<file path="config.mk">
export PLATFORM = sky130hd
export DESIGN_NAME = sbcu_core
export DESIGN_NICKNAME = d
export VERILOG_FILES = /design/src/hw/sbcu_pkg.sv /design/src/hw/sbcu_regfile.sv /design/src/hw/sbcu_core.sv
export SDC_FILE = /design/constraint.sdc
export NUM_CORES = 1
export LEC_CHECK = 0
export ABC_AREA = 1
export BUFFER_PORTS_ARGS = -buffer_cell sky130_fd_sc_hd__buf_2
export CAP_MARGIN = 0
export CORE_MARGIN = 4
export CORE_UTILIZATION = 40
export CTS_CLUSTER_SIZE = 20
export DETAILED_ROUTE_END_ITERATION = 16
export SYNTH_ARGS = -nofsm -noshare
export SYNTH_HDL_FRONTEND = slang
export SYNTH_HIERARCHICAL = 1
export SYNTH_SLANG_ARGS = --single-unit
</file>
<file path="constraint.sdc">
create_clock -name i_ref_clk -period 5.9 [get_ports i_ref_clk]
set_input_delay 0.59 -clock i_ref_clk [delete_from_list [all_inputs] [get_ports i_ref_clk]]
set_output_delay 0.59 -clock i_ref_clk [all_outputs]
set_load 0.05 [all_outputs]
</file>
<file path="src/hw/sbcu_pkg.sv">
// Shared constants and types of the system bus cycle unit.
// Assumes a reference clock at twice the bus clock: two ticks form one bus state.
package sbcu_pkg;

  // Ticks of the reference clock in one bus clock; tick 0 is the first half.
  localparam int TICKS_PER_BUS_CLK = 2;

  // Slave cycle timing, counted in ticks from the edge that took chip select.
  localparam logic [2:0] SLV_ACK_TICK = 3'h2;
  localparam logic [2:0] SLV_WLATCH_TICK = 3'h6;
  localparam logic [2:0] SLV_SZACK_TICK = 3'h6;
  localparam logic [2:0] SLV_CNT_MAX = 3'h7;

  // Reset and idle values.
  localparam logic [31:0] DATA_RST = 32'h0000_0000;
  localparam logic [30:0] ADDR_RST = 31'h0000_0000;
  localparam logic [2:0] STATUS_IDLE = 3'h7;
  localparam logic [1:0] WAIT_RST = 2'h0;

  // Bit positions in the synchroniser vector.
  localparam int SY_BUS_ENDIAN_SELECT = 0;
  localparam int SY_DSACK = 1;
  localparam int SY_SYNC_CYCLE_END = 3;
  localparam int SY_RDY = 4;
  localparam int SY_BRT = 5;
  localparam int SY_CS = 6;
  localparam int SY_SAS = 7;
  localparam int SY_SDIR = 8;
  localparam int SY_RIDX = 9;
  localparam int SY_DATA = 15;
  localparam int SY_W = 47;

  // Register file shape.
  localparam int REG_IDX_W = 6;
  localparam int REG_DATA_W = 16;
  localparam int REG_DEPTH = 64;

  typedef enum logic [5:0] {
    ST_IDLE = 6'h01,
    ST_T1 = 6'h02,
    ST_TW = 6'h04,
    ST_T2 = 6'h08,
    ST_TH = 6'h10,
    ST_SLV = 6'h20
  } bus_state_t;

endpackage

</file>
<file path="src/hw/sbcu_regfile.sv">
// Register storage behind the slave port, 64 words of 16 bits.
// Assumes writes and reads come from the bus cycle unit on the same clock.
`timescale 1ns/1ps
module sbcu_regfile import sbcu_pkg::*; (
  // Clock and reset
  input wire logic i_ref_clk,
  input wire logic i_rst,
  // Write port
  input wire logic i_wr_en,
  input wire logic [REG_IDX_W-1:0] i_wr_idx,
  input wire logic [REG_DATA_W-1:0] i_wr_data,
  // Read port
  input wire logic [REG_IDX_W-1:0] i_rd_idx,
  output logic [REG_DATA_W-1:0] o_rd_data
);

  logic [REG_DATA_W-1:0] mem_q [REG_DEPTH];

  // The array has no reset so that it maps onto plain memory.
  always_ff @(posedge i_ref_clk) begin
    if (i_wr_en) begin
      mem_q[i_wr_idx] <= i_wr_data;
    end
  end

  always_ff @(posedge i_ref_clk or posedge i_rst) begin
    if (i_rst) begin
      o_rd_data <= '0;
    end else begin
      o_rd_data <= mem_q[i_rd_idx];
    end
  end

endmodule

</file>
<file path="src/hw/sbcu_core.sv">
// System bus cycle unit: master memory cycles and big-endian slave register access.
// Assumes i_ref_clk runs at twice the bus clock; pins pass two flip-flops first.
//
// Summary of operation
// Big-endian: early strobe T1, address strobe mid-T1.
// Async size-ack sampled mid-T1 and mid-T2.
// Sync termination sampled at start of T2.
// End 1.5 clocks after size-ack, 1 after sync.
// Repeat T2 until termination seen low.
// Big-endian async data strobe and data timing.
// No strobe for zero-wait writes; release mid-T2.
// Far side keeps termination inactive during T1.
// Little-endian: address strobe T1, early strobe half.
// Little-endian sync: ready sampled ending T2.
// Little-endian sync: data capture and write drive.
// Little-endian async: ready mid-T1/T2, end 1.5 clocks.
// Little-endian async data strobe timing.
// Retry ends cycle, then grant released.
// Retry repeats cycle, or waits in latched mode.
// Retry outranks every normal termination.
// Retry sampled synchronously or via synchroniser.
// Far side: async retry only with async cycles.
// Slave cycle starts only with chip select.
// Slave acknowledge one clock after chip select.
// Read data with acknowledge; write latched later.
// Release on strobe or select; 16 data bits.
// Programmed waits 0 to 3 before T2.
// Mode pin picks endian; bit picks sync.
// Far side spaces chip select and memory request.
// Retry sets a status bit software clears.
`timescale 1ns/1ps
module sbcu_core import sbcu_pkg::*; (
  // Clock and reset
  input wire logic i_ref_clk,
  input wire logic i_rst,
  // Configuration
  input wire logic i_bus_endian_select,
  input wire logic i_sync_master_select,
  input wire logic [1:0] i_wait_count_bits,
  input wire logic i_latched_retry_mode,
  input wire logic i_retry_sampling_select,
  input wire logic i_retry_status_clear,
  output logic o_retry_status_bit,
  // Transfer requests from the DMA
  input wire logic i_xfer_req,
  input wire logic i_xfer_write,
  input wire logic [31:1] i_xfer_addr,
  input wire logic [2:0] i_xfer_status,
  input wire logic [31:0] i_xfer_wdata,
  output logic o_xfer_done,
  output logic [31:0] o_xfer_rdata,
  // Master bus pins
  output logic [31:1] o_addr,
  output logic [2:0] o_bus_status_lines,
  output logic o_master_dir_be,
  output logic o_master_dir_le,
  output logic o_early_cycle_strobe_n,
  output logic o_addr_valid_strobe_be_n,
  output logic o_addr_valid_strobe_le_n,
  output logic o_data_valid_strobe_n,
  output logic o_grant_acknowledge_n,
  input wire logic [1:0] i_size_ack_pair_n,
  input wire logic i_sync_cycle_end_n,
  input wire logic i_ready_in_n,
  input wire logic i_retry_request_n,
  // Shared data pins
  input wire logic [31:0] i_data,
  output logic [31:0] o_data,
  output logic o_data_oe_n,
  // Slave pins
  input wire logic i_chip_select_n,
  input wire logic i_slave_addr_strobe_n,
  input wire logic i_slave_dir,
  input wire logic [5:0] i_register_index,
  output logic o_slave_mem_acknowledge_n,
  output logic [1:0] o_size_ack_out_n
);

  ////////////////////////////////////////////////////////////////////////////////
  logic [SY_W-1:0] sy_in;
  logic [SY_W-1:0] sy1_q;
  logic [SY_W-1:0] sy2_q;
  logic be, dsack_lo, sync_cycle_end_lo, rdy_lo, retry_request, cs, slave_addr_strobe, sdir;
  logic [5:0] ridx;
  logic [31:0] din;
  bus_state_t state_q;
  logic ph_q, wr_q, nw_nz_q, wfirst_q, term_q, end_q, retry_q, armed_q, done_q;
  logic [1:0] wcnt_q;
  logic [2:0] scnt_q;
  logic [2:0] stat_q;
  logic [31:1] addr_q;
  logic [31:0] dout_q, rdata_q;
  logic [15:0] rf_rdata;
  logic in_idle, in_t1, in_tw, in_t2, in_th, in_slv, async_m;
  logic into_t2, mid_win, fin, retry_hit, start_ok, slave_go, t2_live;
  logic as_be, ds_rd, ds_wr, ack, szack, rf_we;

  // Pins come from outside the clock domain, so all of them are synchronised.
  assign sy_in = {i_data, i_register_index, i_slave_dir, i_slave_addr_strobe_n,
                  i_chip_select_n, i_retry_request_n, i_ready_in_n,
                  i_sync_cycle_end_n, i_size_ack_pair_n, i_bus_endian_select};

  always_ff @(posedge i_ref_clk or posedge i_rst) begin
    if (i_rst) begin
      sy1_q <= '1;
      sy2_q <= '1;
    end else begin
      sy1_q <= sy_in;
      sy2_q <= sy1_q;
    end
  end

  // The mode pin is static; it is read through the synchroniser.
  assign be = sy2_q[SY_BUS_ENDIAN_SELECT];
  assign dsack_lo = (sy2_q[SY_DSACK +: 2] == 2'h0);
  assign sync_cycle_end_lo = ~sy2_q[SY_SYNC_CYCLE_END];
  assign rdy_lo = ~sy2_q[SY_RDY];
  assign retry_request = ~sy2_q[SY_BRT];
  assign cs = ~sy2_q[SY_CS];
  assign slave_addr_strobe = ~sy2_q[SY_SAS];
  assign sdir = sy2_q[SY_SDIR];
  assign ridx = sy2_q[SY_RIDX +: 6];
  assign din = sy2_q[SY_DATA +: 32];

  ////////////////////////////////////////////////////////////////////////////////
  assign in_idle = (state_q == ST_IDLE);
  assign in_t1 = (state_q == ST_T1);
  assign in_tw = (state_q == ST_TW);
  assign in_t2 = (state_q == ST_T2);
  assign in_th = (state_q == ST_TH);
  assign in_slv = (state_q == ST_SLV);
  assign async_m = ~i_sync_master_select;

  // Edge that opens a T2; termination is ignored before the middle of the last programmed wait.
  assign into_t2 = ph_q & ((in_t1 & (wcnt_q == 2'h0)) | (in_tw & (wcnt_q == 2'h1))
                           | (in_t2 & ~fin));
  // Mid-state edges where async termination is looked at.
  assign mid_win = ~ph_q & ((in_t1 & (wcnt_q == 2'h0)) | (in_tw & (wcnt_q == 2'h1))
                            | (in_t2 & ~end_q));
  // Little-endian sync ready is taken on the edge that ends T2.
  assign fin = in_t2 & ph_q & (end_q | retry_q | (~be & ~async_m & rdy_lo));
  // Async retry is seen from mid-T1 on; sync retry only at the start of T2.
  assign retry_hit = retry_request & (i_retry_sampling_select ?
                     ((in_t1 & ~ph_q) | in_tw | (in_t2 & ~ph_q)) : into_t2);
  // The done tick is skipped so a request dropped on done is not taken twice.
  assign start_ok = i_xfer_req & ~done_q & ~(i_latched_retry_mode & (o_retry_status_bit | retry_request));
  // Slave cycles exist in big-endian mode only and need a fresh strobe.
  assign slave_go = be & cs & slave_addr_strobe & armed_q;

  always_ff @(posedge i_ref_clk or posedge i_rst) begin
    if (i_rst) begin
      state_q <= ST_IDLE;
    end else begin
      unique case (state_q)
        ST_IDLE: begin
          if (slave_go) begin
            state_q <= ST_SLV;
          end else if (start_ok) begin
            state_q <= ST_T1;
          end
        end
        ST_T1: begin
          if (ph_q) begin
            state_q <= (wcnt_q != 2'h0) ? ST_TW : ST_T2;
          end
        end
        ST_TW: begin
          if (ph_q && wcnt_q == 2'h1) begin
            state_q <= ST_T2;
          end
        end
        ST_T2: begin
          // A pending register access also makes the unit leave the bus.
          if (fin) begin
            state_q <= (retry_q || (be && cs)) ? ST_TH : ST_IDLE;
          end
        end
        ST_TH: begin
          if (ph_q) begin
            state_q <= ST_IDLE;
          end
        end
        ST_SLV: begin
          if (!cs || !slave_addr_strobe) begin
            state_q <= ST_IDLE;
          end
        end
        default: begin
          state_q <= ST_IDLE;
        end
      endcase
    end
  end

  always_ff @(posedge i_ref_clk or posedge i_rst) begin
    if (i_rst) begin
      ph_q <= 1'b0;
    end else begin
      ph_q <= (in_t1 | in_tw | in_t2 | in_th) ? ~ph_q : 1'b0;
    end
  end

  // Programmed wait states, loaded when the cycle starts.
  always_ff @(posedge i_ref_clk or posedge i_rst) begin
    if (i_rst) begin
      wcnt_q <= WAIT_RST;
      nw_nz_q <= 1'b0;
      wfirst_q <= 1'b0;
    end else if (in_idle && start_ok && !slave_go) begin
      wcnt_q <= i_wait_count_bits;
      nw_nz_q <= |i_wait_count_bits;
      wfirst_q <= 1'b1;
    end else if (in_tw && ph_q) begin
      wcnt_q <= wcnt_q - 2'h1;
      wfirst_q <= 1'b0;
    end
  end

  ////////////////////////////////////////////////////////////////////////////////
  // Termination: a mid-state sample ends the next T2, 1.5 clocks later.
  always_ff @(posedge i_ref_clk or posedge i_rst) begin
    if (i_rst) begin
      term_q <= 1'b0;
    end else if (in_idle || into_t2) begin
      term_q <= 1'b0;
    end else if (mid_win && async_m && (be ? dsack_lo : rdy_lo)) begin
      term_q <= 1'b1;
    end
  end

  // Sync termination at the start of T2 ends that same T2, one clock later.
  always_ff @(posedge i_ref_clk or posedge i_rst) begin
    if (i_rst) begin
      end_q <= 1'b0;
    end else if (in_idle) begin
      end_q <= 1'b0;
    end else if (into_t2) begin
      end_q <= term_q | (be & sync_cycle_end_lo) | (be & ~async_m & dsack_lo)
               | retry_q | retry_hit;
    end
  end

  // A late async retry misses this cycle and is met again in the next one.
  always_ff @(posedge i_ref_clk or posedge i_rst) begin
    if (i_rst) begin
      retry_q <= 1'b0;
    end else if (in_idle) begin
      retry_q <= 1'b0;
    end else if (retry_hit && !in_th) begin
      retry_q <= 1'b1;
    end
  end

  // A retried cycle reports no completion; the DMA request stays up and is rerun.
  always_ff @(posedge i_ref_clk or posedge i_rst) begin
    if (i_rst) begin
      done_q <= 1'b0;
    end else begin
      done_q <= fin & ~retry_q;
    end
  end

  // Setting wins over a clear in the same cycle.
  always_ff @(posedge i_ref_clk or posedge i_rst) begin
    if (i_rst) begin
      o_retry_status_bit <= 1'b0;
    end else if (fin && retry_q) begin
      o_retry_status_bit <= 1'b1;
    end else if (i_retry_status_clear) begin
      o_retry_status_bit <= 1'b0;
    end
  end

  ////////////////////////////////////////////////////////////////////////////////
  // Address, status and direction are held for the whole cycle.
  always_ff @(posedge i_ref_clk or posedge i_rst) begin
    if (i_rst) begin
      addr_q <= ADDR_RST;
      stat_q <= STATUS_IDLE;
      wr_q <= 1'b0;
    end else if (in_idle && start_ok && !slave_go) begin
      addr_q <= i_xfer_addr;
      stat_q <= i_xfer_status;
      wr_q <= i_xfer_write;
    end else if (fin || in_slv) begin
      stat_q <= STATUS_IDLE;
    end
  end

  // One data register serves master writes and slave reads.
  always_ff @(posedge i_ref_clk or posedge i_rst) begin
    if (i_rst) begin
      dout_q <= DATA_RST;
    end else if (in_idle && start_ok && !slave_go) begin
      dout_q <= i_xfer_wdata;
    end else if (in_slv && scnt_q == SLV_ACK_TICK - 3'h1) begin
      dout_q <= {16'h0000, rf_rdata};
    end
  end

  // Reads latch at mid-T2 of the last T2, or at its end in little-endian sync.
  always_ff @(posedge i_ref_clk or posedge i_rst) begin
    if (i_rst) begin
      rdata_q <= DATA_RST;
    end else if (!wr_q && in_t2 && !ph_q && end_q && (be || async_m)) begin
      rdata_q <= din;
    end else if (!wr_q && fin && !be && !async_m) begin
      rdata_q <= din;
    end
  end

  ////////////////////////////////////////////////////////////////////////////////
  // Strobe decode. The final T2 drops the strobes at its middle.
  assign t2_live = in_t2 & ~(ph_q & end_q);
  assign as_be = be & ((in_t1 & ph_q) | in_tw | t2_live);
  // Big-endian reads strobe from mid-T1; little-endian async from start of T1.
  assign ds_rd = ~wr_q & (be ? as_be : (async_m & (in_t1 | in_tw | t2_live)));
  // Writes strobe only with waits: mid-first wait, or start of it in little-endian async.
  assign ds_wr = wr_q & nw_nz_q & (be ? ((in_tw & ~(wfirst_q & ~ph_q)) | t2_live)
                                      : (async_m & (in_tw | t2_live)));

  assign o_early_cycle_strobe_n = ~(in_t1 & ~ph_q);
  assign o_addr_valid_strobe_be_n = ~as_be;
  assign o_addr_valid_strobe_le_n = ~(~be & in_t1);
  assign o_data_valid_strobe_n = ~(ds_rd | ds_wr);
  assign o_grant_acknowledge_n = ~(in_t1 | in_tw | in_t2);
  assign o_addr = addr_q;
  assign o_bus_status_lines = stat_q;
  assign o_master_dir_be = ~wr_q;
  assign o_master_dir_le = wr_q;
  assign o_xfer_done = done_q;
  assign o_xfer_rdata = rdata_q;
  assign o_data = dout_q;
  // Write data is driven from mid-T1 until the cycle ends.
  assign o_data_oe_n = ~((wr_q & ((in_t1 & ph_q) | in_tw | in_t2)) | (ack & sdir));

  ////////////////////////////////////////////////////////////////////////////////
  // Slave cycle. Acknowledge is combinational so it drops as soon as either
  // strobe is seen inactive, at the price of a path from the synchroniser.
  always_ff @(posedge i_ref_clk or posedge i_rst) begin
    if (i_rst) begin
      scnt_q <= 3'h0;
    end else if (!in_slv) begin
      scnt_q <= 3'h0;
    end else if (scnt_q != SLV_CNT_MAX) begin
      scnt_q <= scnt_q + 3'h1;
    end
  end

  // Back-to-back accesses with chip select held need the strobe to toggle.
  always_ff @(posedge i_ref_clk or posedge i_rst) begin
    if (i_rst) begin
      armed_q <= 1'b0;
    end else if (in_idle && slave_go) begin
      armed_q <= 1'b0;
    end else if (!slave_addr_strobe) begin
      armed_q <= 1'b1;
    end
  end

  assign ack = in_slv & (scnt_q >= SLV_ACK_TICK) & cs & slave_addr_strobe;
  assign szack = in_slv & (scnt_q >= SLV_SZACK_TICK) & cs & slave_addr_strobe;
  assign rf_we = in_slv & (scnt_q == SLV_WLATCH_TICK - 3'h1) & cs & slave_addr_strobe & ~sdir;
  assign o_slave_mem_acknowledge_n = ~ack;
  // Both lines go low together: the unit answers as a 32-bit port.
  assign o_size_ack_out_n = {~szack, ~szack};

  sbcu_regfile u_regfile (
    .i_ref_clk(i_ref_clk),
    .i_rst(i_rst),
    .i_wr_en(rf_we),
    .i_wr_idx(ridx),
    .i_wr_data(din[15:0]),
    .i_rd_idx(ridx),
    .o_rd_data(rf_rdata)
  );

  ////////////////////////////////////////////////////////////////////////////////
  property p_ecs_half;
    @(posedge i_ref_clk) disable iff (i_rst)
    $fell(o_early_cycle_strobe_n) |=> o_early_cycle_strobe_n;
  endproperty
  a_ecs_half: assert property (p_ecs_half) else $error("early strobe not one tick");

  property p_be_as;
    @(posedge i_ref_clk) disable iff (i_rst)
    ($fell(o_early_cycle_strobe_n) && be) |=> !o_addr_valid_strobe_be_n;
  endproperty
  a_be_as: assert property (p_be_as) else $error("address strobe late");

  property p_le_ads;
    @(posedge i_ref_clk) disable iff (i_rst)
    ($fell(o_early_cycle_strobe_n) && !be) |-> !o_addr_valid_strobe_le_n[*2] ##1
      o_addr_valid_strobe_le_n;
  endproperty
  a_le_ads: assert property (p_le_ads) else $error("le address strobe span");

  property p_retry_wins;
    @(posedge i_ref_clk) disable iff (i_rst)
    (fin && retry_q) |=> (!o_xfer_done && o_retry_status_bit && o_grant_acknowledge_n);
  endproperty
  a_retry_wins: assert property (p_retry_wins) else $error("retry not honoured");

  property p_zero_wait_wr;
    @(posedge i_ref_clk) disable iff (i_rst)
    ((in_t1 || in_t2) && wr_q && !nw_nz_q) |-> o_data_valid_strobe_n;
  endproperty
  a_zero_wait_wr: assert property (p_zero_wait_wr) else $error("strobe on zero-wait write");

  property p_waits3;
    @(posedge i_ref_clk) disable iff (i_rst)
    (in_t1 && ph_q && wcnt_q == 2'h3) |=> in_tw[*6] ##1 in_t2;
  endproperty
  a_waits3: assert property (p_waits3) else $error("wait count wrong");

  property p_slave_ack;
    @(posedge i_ref_clk) disable iff (i_rst)
    (in_idle && slave_go) |=> ##2 (!o_slave_mem_acknowledge_n || !cs || !slave_addr_strobe);
  endproperty
  a_slave_ack: assert property (p_slave_ack) else $error("slave ack late");

  property p_szack;
    @(posedge i_ref_clk) disable iff (i_rst)
    ($fell(o_slave_mem_acknowledge_n) ##0 (cs && slave_addr_strobe)[*5]) |-> o_size_ack_out_n == 2'h0;
  endproperty
  a_szack: assert property (p_szack) else $error("size ack not two clocks on");

  property p_release;
    @(posedge i_ref_clk) disable iff (i_rst)
    (!cs || !slave_addr_strobe) |-> (o_slave_mem_acknowledge_n && o_size_ack_out_n == 2'h3);
  endproperty
  a_release: assert property (p_release) else $error("slave lines not released");

  property p_sync_cycle_end_end;
    @(posedge i_ref_clk) disable iff (i_rst)
    (into_t2 && be && sync_cycle_end_lo) |=> ##1 fin;
  endproperty
  a_sync_cycle_end_end: assert property (p_sync_cycle_end_end) else $error("sync end not one clock");

endmodule

</file>
# == Word-level counts from Yosys, hierarchy flattened ==
# Memory sizes are Yosys's and may differ from the RTL's. A register that Yosys moved wholly into a read port is not among the register bits.
# Cells that the tools add are included.
# word_totals
register_bits,213
ramBits,1024
input_bits,123
out_inout_bits,111
word_cells,217
mem_count,1
# mem_list
memory,words,width,rd,rd_clocked_by_memory_dff,wr,line_no,rtl
u_regfile.mem_q,64,16,1,1,1,sbcu_regfile.sv:17,logic [REG_DATA_W-1:0] mem_q [REG_DEPTH];
# classes
addsub,2
magnitude_cmp,2
eq_ne,17
muxes,39
n_bitwise,95
n_reduce_logical,42
# op_table
op,n
32-bit two-way mux,4
1-bit AND,47
6-bit two-way mux,7
6-bit case mux with 6 select lines,1
1-bit NOT,25
1-bit OR,23
2-bit nonzero test,10
1-bit two-way mux,19
1-bit logical AND,18
3-bit two-way mux,4
"2-bit by 1-bit != test with 1-bit output, second input constant",4
"6-bit by 1-bit == test with 1-bit output, second input constant",1
"6-bit by 2-bit == test with 1-bit output, second input constant",1
"6-bit by 3-bit == test with 1-bit output, second input constant",1
"6-bit by 4-bit == test with 1-bit output, second input constant",1
"6-bit by 5-bit == test with 1-bit output, second input constant",1
"6-bit == test, second input constant",1
6-bit AND reduction,1
1-bit logical NOT,5
1-bit logical OR,5
5-bit two-way mux,1
2-bit logical NOT,2
2-bit two-way mux,2
4-bit two-way mux,1
other kinds (11),12

# == Depth between registers and ports, before layout ==
# logic_depth
word_depth,14
ltp_mapped,12
ltp_nobuf,11

# == Modules after synthesis ==
# The synthesis kept the hierarchy.
# by_module_without_submodules
module,n_inst,cells_each,area_per_inst_um2,seq_area_each_um2
sbcu_regfile,1,3518,42171.7,31149.9
sbcu_core,1,725,7896.3,5452.7

# == Least setup slack after synthesis ==
# Ideal clock, no wire load.
# synth_path
path_type,reg-to-reg
from,register state_q[2]
to,memory u_regfile.mem_q[48][0] (enable)
setup_ps,431
arrival_time_ps,3263
required_time_ps,5469
setup_slack_ps,2207
path_stages_with_launch,10
n_path_buf,1
synth_period_minus_slack_ps,3693
path_cell_list,dfrtp_1 nor2_2 nand4_2 inv_2 nand2_1 nor2_1 and3_1 clkbuf_1 nand4_1 nor4_1
# synth_between
elab_chain_len,7
# synth_lines
element,line_no,rtl
from (decl),sbcu_core.sv:86,bus_state_t state_q;
from (signal assigned),sbcu_core.sv:164,state_q <= (wcnt_q != 2'h0) ? ST_TW : ST_T2;
from (signal assigned),sbcu_core.sv:175,state_q <= (retry_q || (be && cs)) ? ST_TH : ST_IDLE;
6-bit == test,sbcu_core.sv:131,assign in_slv = (state_q == ST_SLV);
1-bit AND (4 in a row),sbcu_core.sv:363,assign rf_we = in_slv & (scnt_q == SLV_WLATCH_TICK - 3'h1) & cs & slave_addr_strobe & ~sdir;
net rf_we,sbcu_core.sv:96,"logic as_be, ds_rd, ds_wr, ack, szack, rf_we;"
1-bit two-way mux,sbcu_regfile.sv:21,if (i_wr_en) begin
1-bit two-way mux (implied by the code),sbcu_regfile.sv:22,mem_q[i_wr_idx] <= i_wr_data;
to (decl),sbcu_regfile.sv:17,
# The timed path passes the listed nets, and every way through them passes these cells.

# == Worst setup path in the final report ==
# layout_path
from,register sy2_q[9]
to,memory u_regfile.mem_q[25][13] (enable)
# layout_rtl
element,line_no,rtl
from (decl),sbcu_core.sv:82,logic [SY_W-1:0] sy2_q;
from (signal assigned),sbcu_core.sv:109,sy2_q <= sy1_q;
# No word-level cell before the write port.

==> impl_results.md <==
* Core Region at 0.124 mm2
* Final TNS setup at 0 ns
* R2r endpoint: u_regfile/mem_q[25][13]$_DFFE_PP_
* Cts repair resizes at 0
* Top layer in use: met5
* Clock root cell: clkbuf_16
* Req. time, crit path at roughly 6.3 ns
* Clk_skew at 0.0317 ns
* Slowest CP cell: dfstp_4
* Placer Congestion at 0.836
* Die area at 0.131 mm2
* Clock tree sinks at around 1300
* Relative slew slack at 26.0%
* DRC at 0
* FF-to-FF path depth at 4
* Slew Limit Fails at 0
* Critical path launch point type: flop
* Seq/Total Area, Yosys at between 70% and 80%
* Fillers at 11100
* Worst hold slack at between 0.05 and 0.06 ns
* Final setup fails at 0
* Worst vdd ir at 0.294 mV
* Max stage delay on crit path at ~1.0 ns
* First-pass GRT wire length at 199 mm
* Worst-path clk slew at 0.06 ns
* Fin crit share at about 62%
* Total power draw at around 22000 uW
* Die Y at roughly 360 um
* Min Tclk post-route at 3.63 ns
* Total global routing overflow at 0
* Reg2reg start: sy2_q[9]$_DFF_PP1_
* Dpl cell area at 0.0526 mm2
* Initial DRC Count at ~3400
* Chip width at ~360 um
* Pwr dens at ~380 mW/mm2
* Routed vias/inst at 5.26
* Design Area, Final at 0.0572 mm2
* Core Rows at about 130
* CTS H-tree lvls at 4
* CP arrival at 4.03 ns
* Detail Route Antenna Nets at 0
* Crit. End Element: flop
* Syn_nets at 4371
* Worst Setup EP: u_regfile/mem_q[25][13]$_DFFE_PP_
* Path type of the worst setup path: flop to flop
* Seq cells post-synth at 1253
* Max Fanout on Critical Path at 70
* Vias in the first global route at 31500
* Initial antenna violation count at 2
* Cell count after synthesis at 4243
* F_max at 275 MHz
* Routed length on met2 at 62.3 mm
* DRT Wirelength at 132 mm
* Crit path from: sy2_q[9]$_DFF_PP1_
* Synthesized area per cell at 11.8 um2
* Clk Latency, worst-skew pair at between 0.7 and 0.8 ns
* RSZ-0062 raised after global routing: no
* Met3 WL at 9.73 mm
* Slew @ Worst Pin at approximately 1.1 ns
* HP Class: primary input to flop
* Clk buf depth at 3
* Register area at ~0.037 mm2
* Count of buffers from port buffering at between 200 and 250
* DRT met1 WL at 57.0 mm
* Proportion of layout cells with a drive suffix above 1 at 14.6%
* CP Cell Sequence: buf_4 > nand4_1 > nor2_1 > buf_4
* Setup slack, reg-to-reg at 2.27 ns
* P_leak at 0.0220 uW
* Pre-antenna DRT Iters at 6
* Via count at 32900
* Nets at 4636
* Max cap viols at 0
* Num CTS Buffers at 131
* Synth Cell Area at 0.0501 mm2
* Endpoints failing hold at 0
* CTS tree: built
* Largest net degree at the start of global routing at 208
* Unique masters post-synth at 37
* Routed len/inst at approximately 21 um
* GRT Overall Usage at 19.8%
* Multi-input logic area at 0.0116 mm2
* Status: finished, final reports clean
* Area growth syn-to-layout at 14.3%
* Crit path top cell by count: buf_4
* Starting Density at 40.4%
* HPWL after DPL at roughly 73 mm
* # IOs at ~230
* Synthesis Warnings at 6
==> logic make-up after synthesis <==
family | count (synthesis) | share of synthesized area [%]
xor gates and xnor gates | 1 | 0.0175
buffers and inverters | 336 | 3.87
and+or+nand+nor | 2553 | 21.7
muxes | 1 | 0.0200
adders and majority gates | 5 | 0.125
AOI/OAI and AO/OA | 94 | 1.13
DFF | 1253 | 73.1
==> routing by layer <==
metal	vias up	global-route usage [%]
li1	15200	-
met1	16200	27.7
met2	1295	31.8
met3	209	3.66
met4	2	6.24
met5	-	0
==> synthesized netlist by cell type <==
library cell	n	area [um2]
nand4_2	1	12.5
nand4_1	16	100
inv_8	1	11.3
a21o_1	1	7.51
a21oi_1	9	45.0
nor3_1	3	15.0
buf_6	58	653
o21ai_0	29	145
nand2_2	3	18.8
o21ai_1	29	145
nor4_1	8	50.1
nand3_2	3	30.0
ha_1	5	62.6
dfrtp_1	131	3280
nor2_2	4	25.0
inv_1	75	282
buf_8	1	15.0
edfxtp_1	1024	30700
nand3_1	916	4580
buf_4	17	128
clkbuf_1	33	124
o21ai_2	20	175
nand3_4	2	35.0
a31oi_1	1	6.26
nor2_1	105	394
buf_2	126	631
xor2_1	1	8.76
nor2_4	2	22.5
inv_2	7	26.3
a21boi_0	1	7.51
dfstp_2	98	2570
and3_1	1	6.26
o22a_1	3	26.3
o22ai_1	1	6.26
mux2i_1	1	10.0
buf_1	18	67.6
nand2_1	1489	5590
==> layout make-up <==
cell class,count,share of cell area (%)
clock inverter,63,0.949
timing repair buffer,385,4.39
inverter,83,0.597
sequential,1253,64.0
tap,1637,3.58
multi-input combinational,2654,20.2
clock buffer,173,6.28
antenna,2,0.00874
==> worst min path at each step <==
stage                                    start                             end  slack (ns)  cells after the start
after floorplan             sy1_q[0]$_DFF_PP1_              sy2_q[0]$_DFF_PP1_        0.35                      0
after global placement     sy1_q[26]$_DFF_PP1_             sy2_q[26]$_DFF_PP1_        0.35                      0
after detailed placement    sy1_q[0]$_DFF_PP1_              sy2_q[0]$_DFF_PP1_        0.35                      0
after CTS                 i_retry_status_clear  o_retry_status_bit$_DFFE_PP0P_       0.004                      2
after global routing           i_xfer_addr[27]          o_addr[27]$_DFFE_PP0P_        0.03                      3
final                     i_retry_status_clear  o_retry_status_bit$_DFFE_PP0P_        0.06                      2
==> worst max-delay path, delay by kind of cell (launching register included) <==
kind                   cells  cell delay [ns]
and+or+nand+nor            2             1.21
buffers and inverters      2             1.02
DFF                        1             1.02
==> placed cells by master (no fill, tap or decap), types with 16 or more instances in the layout <==
cell,synthesis,final
nand2_1,1489,1489
edfxtp_1,1024,1024
nand3_1,916,916
buf_2,126,233
clkbuf_16,0,134
dfrtp_1,131,131
nor2_1,105,105
buf_4,17,97
dfstp_2,98,95
inv_1,75,73
dlygate4sd3_1,0,48
o21ai_0,29,29
o21ai_1,29,29
clkbuf_1,33,28
clkinv_1,0,23
o21ai_2,20,20
clkinv_2,0,19
nand4_1,16,16
==> sequential cells by signal, summed over array words and instances (netlist names), 2 cells and up <==
| register | flops |
|---|---|
| o_addr | 31 |
| o_bus_status_lines | 3 |
| o_data | 32 |
| o_xfer_rdata | 32 |
| scnt_q | 3 |
| state_q | 6 |
| sy1_q | 47 |
| sy2_q | 47 |
| u_regfile/mem_q | 1024 |
| u_regfile/o_rd_data | 16 |
| wcnt_q | 2 |
==> power breakdown <==
group / switching, uW / internal [uW] / leakage, uW
logic: 2560 / 752 / 0.00811
clock network: 3390 / 4580 / 0.00202
registers: 263 / 10000 / 0.0119
total: 6210 / 15300 / 0.0220
==> stage by stage <==
step,setup WS (ns),utilization [%],cells
3_5_place_dp,2.28,42.4,5964
2_1_floorplan,2.21,-,4243
6_report,2.27,46.2,6250
4_1_cts,2.26,46.2,6248
3_3_place_gp,2.33,42.4,5964
5_1_grt,2.12,46.2,6248
==> repair_timing <==
action                    in CTS  in global routing
hold endpoints to repair      52                  0
hold buffers                  48                  0
buffers inserted               0                  0
No activity file was read; power rests on OpenSTA's default activity.
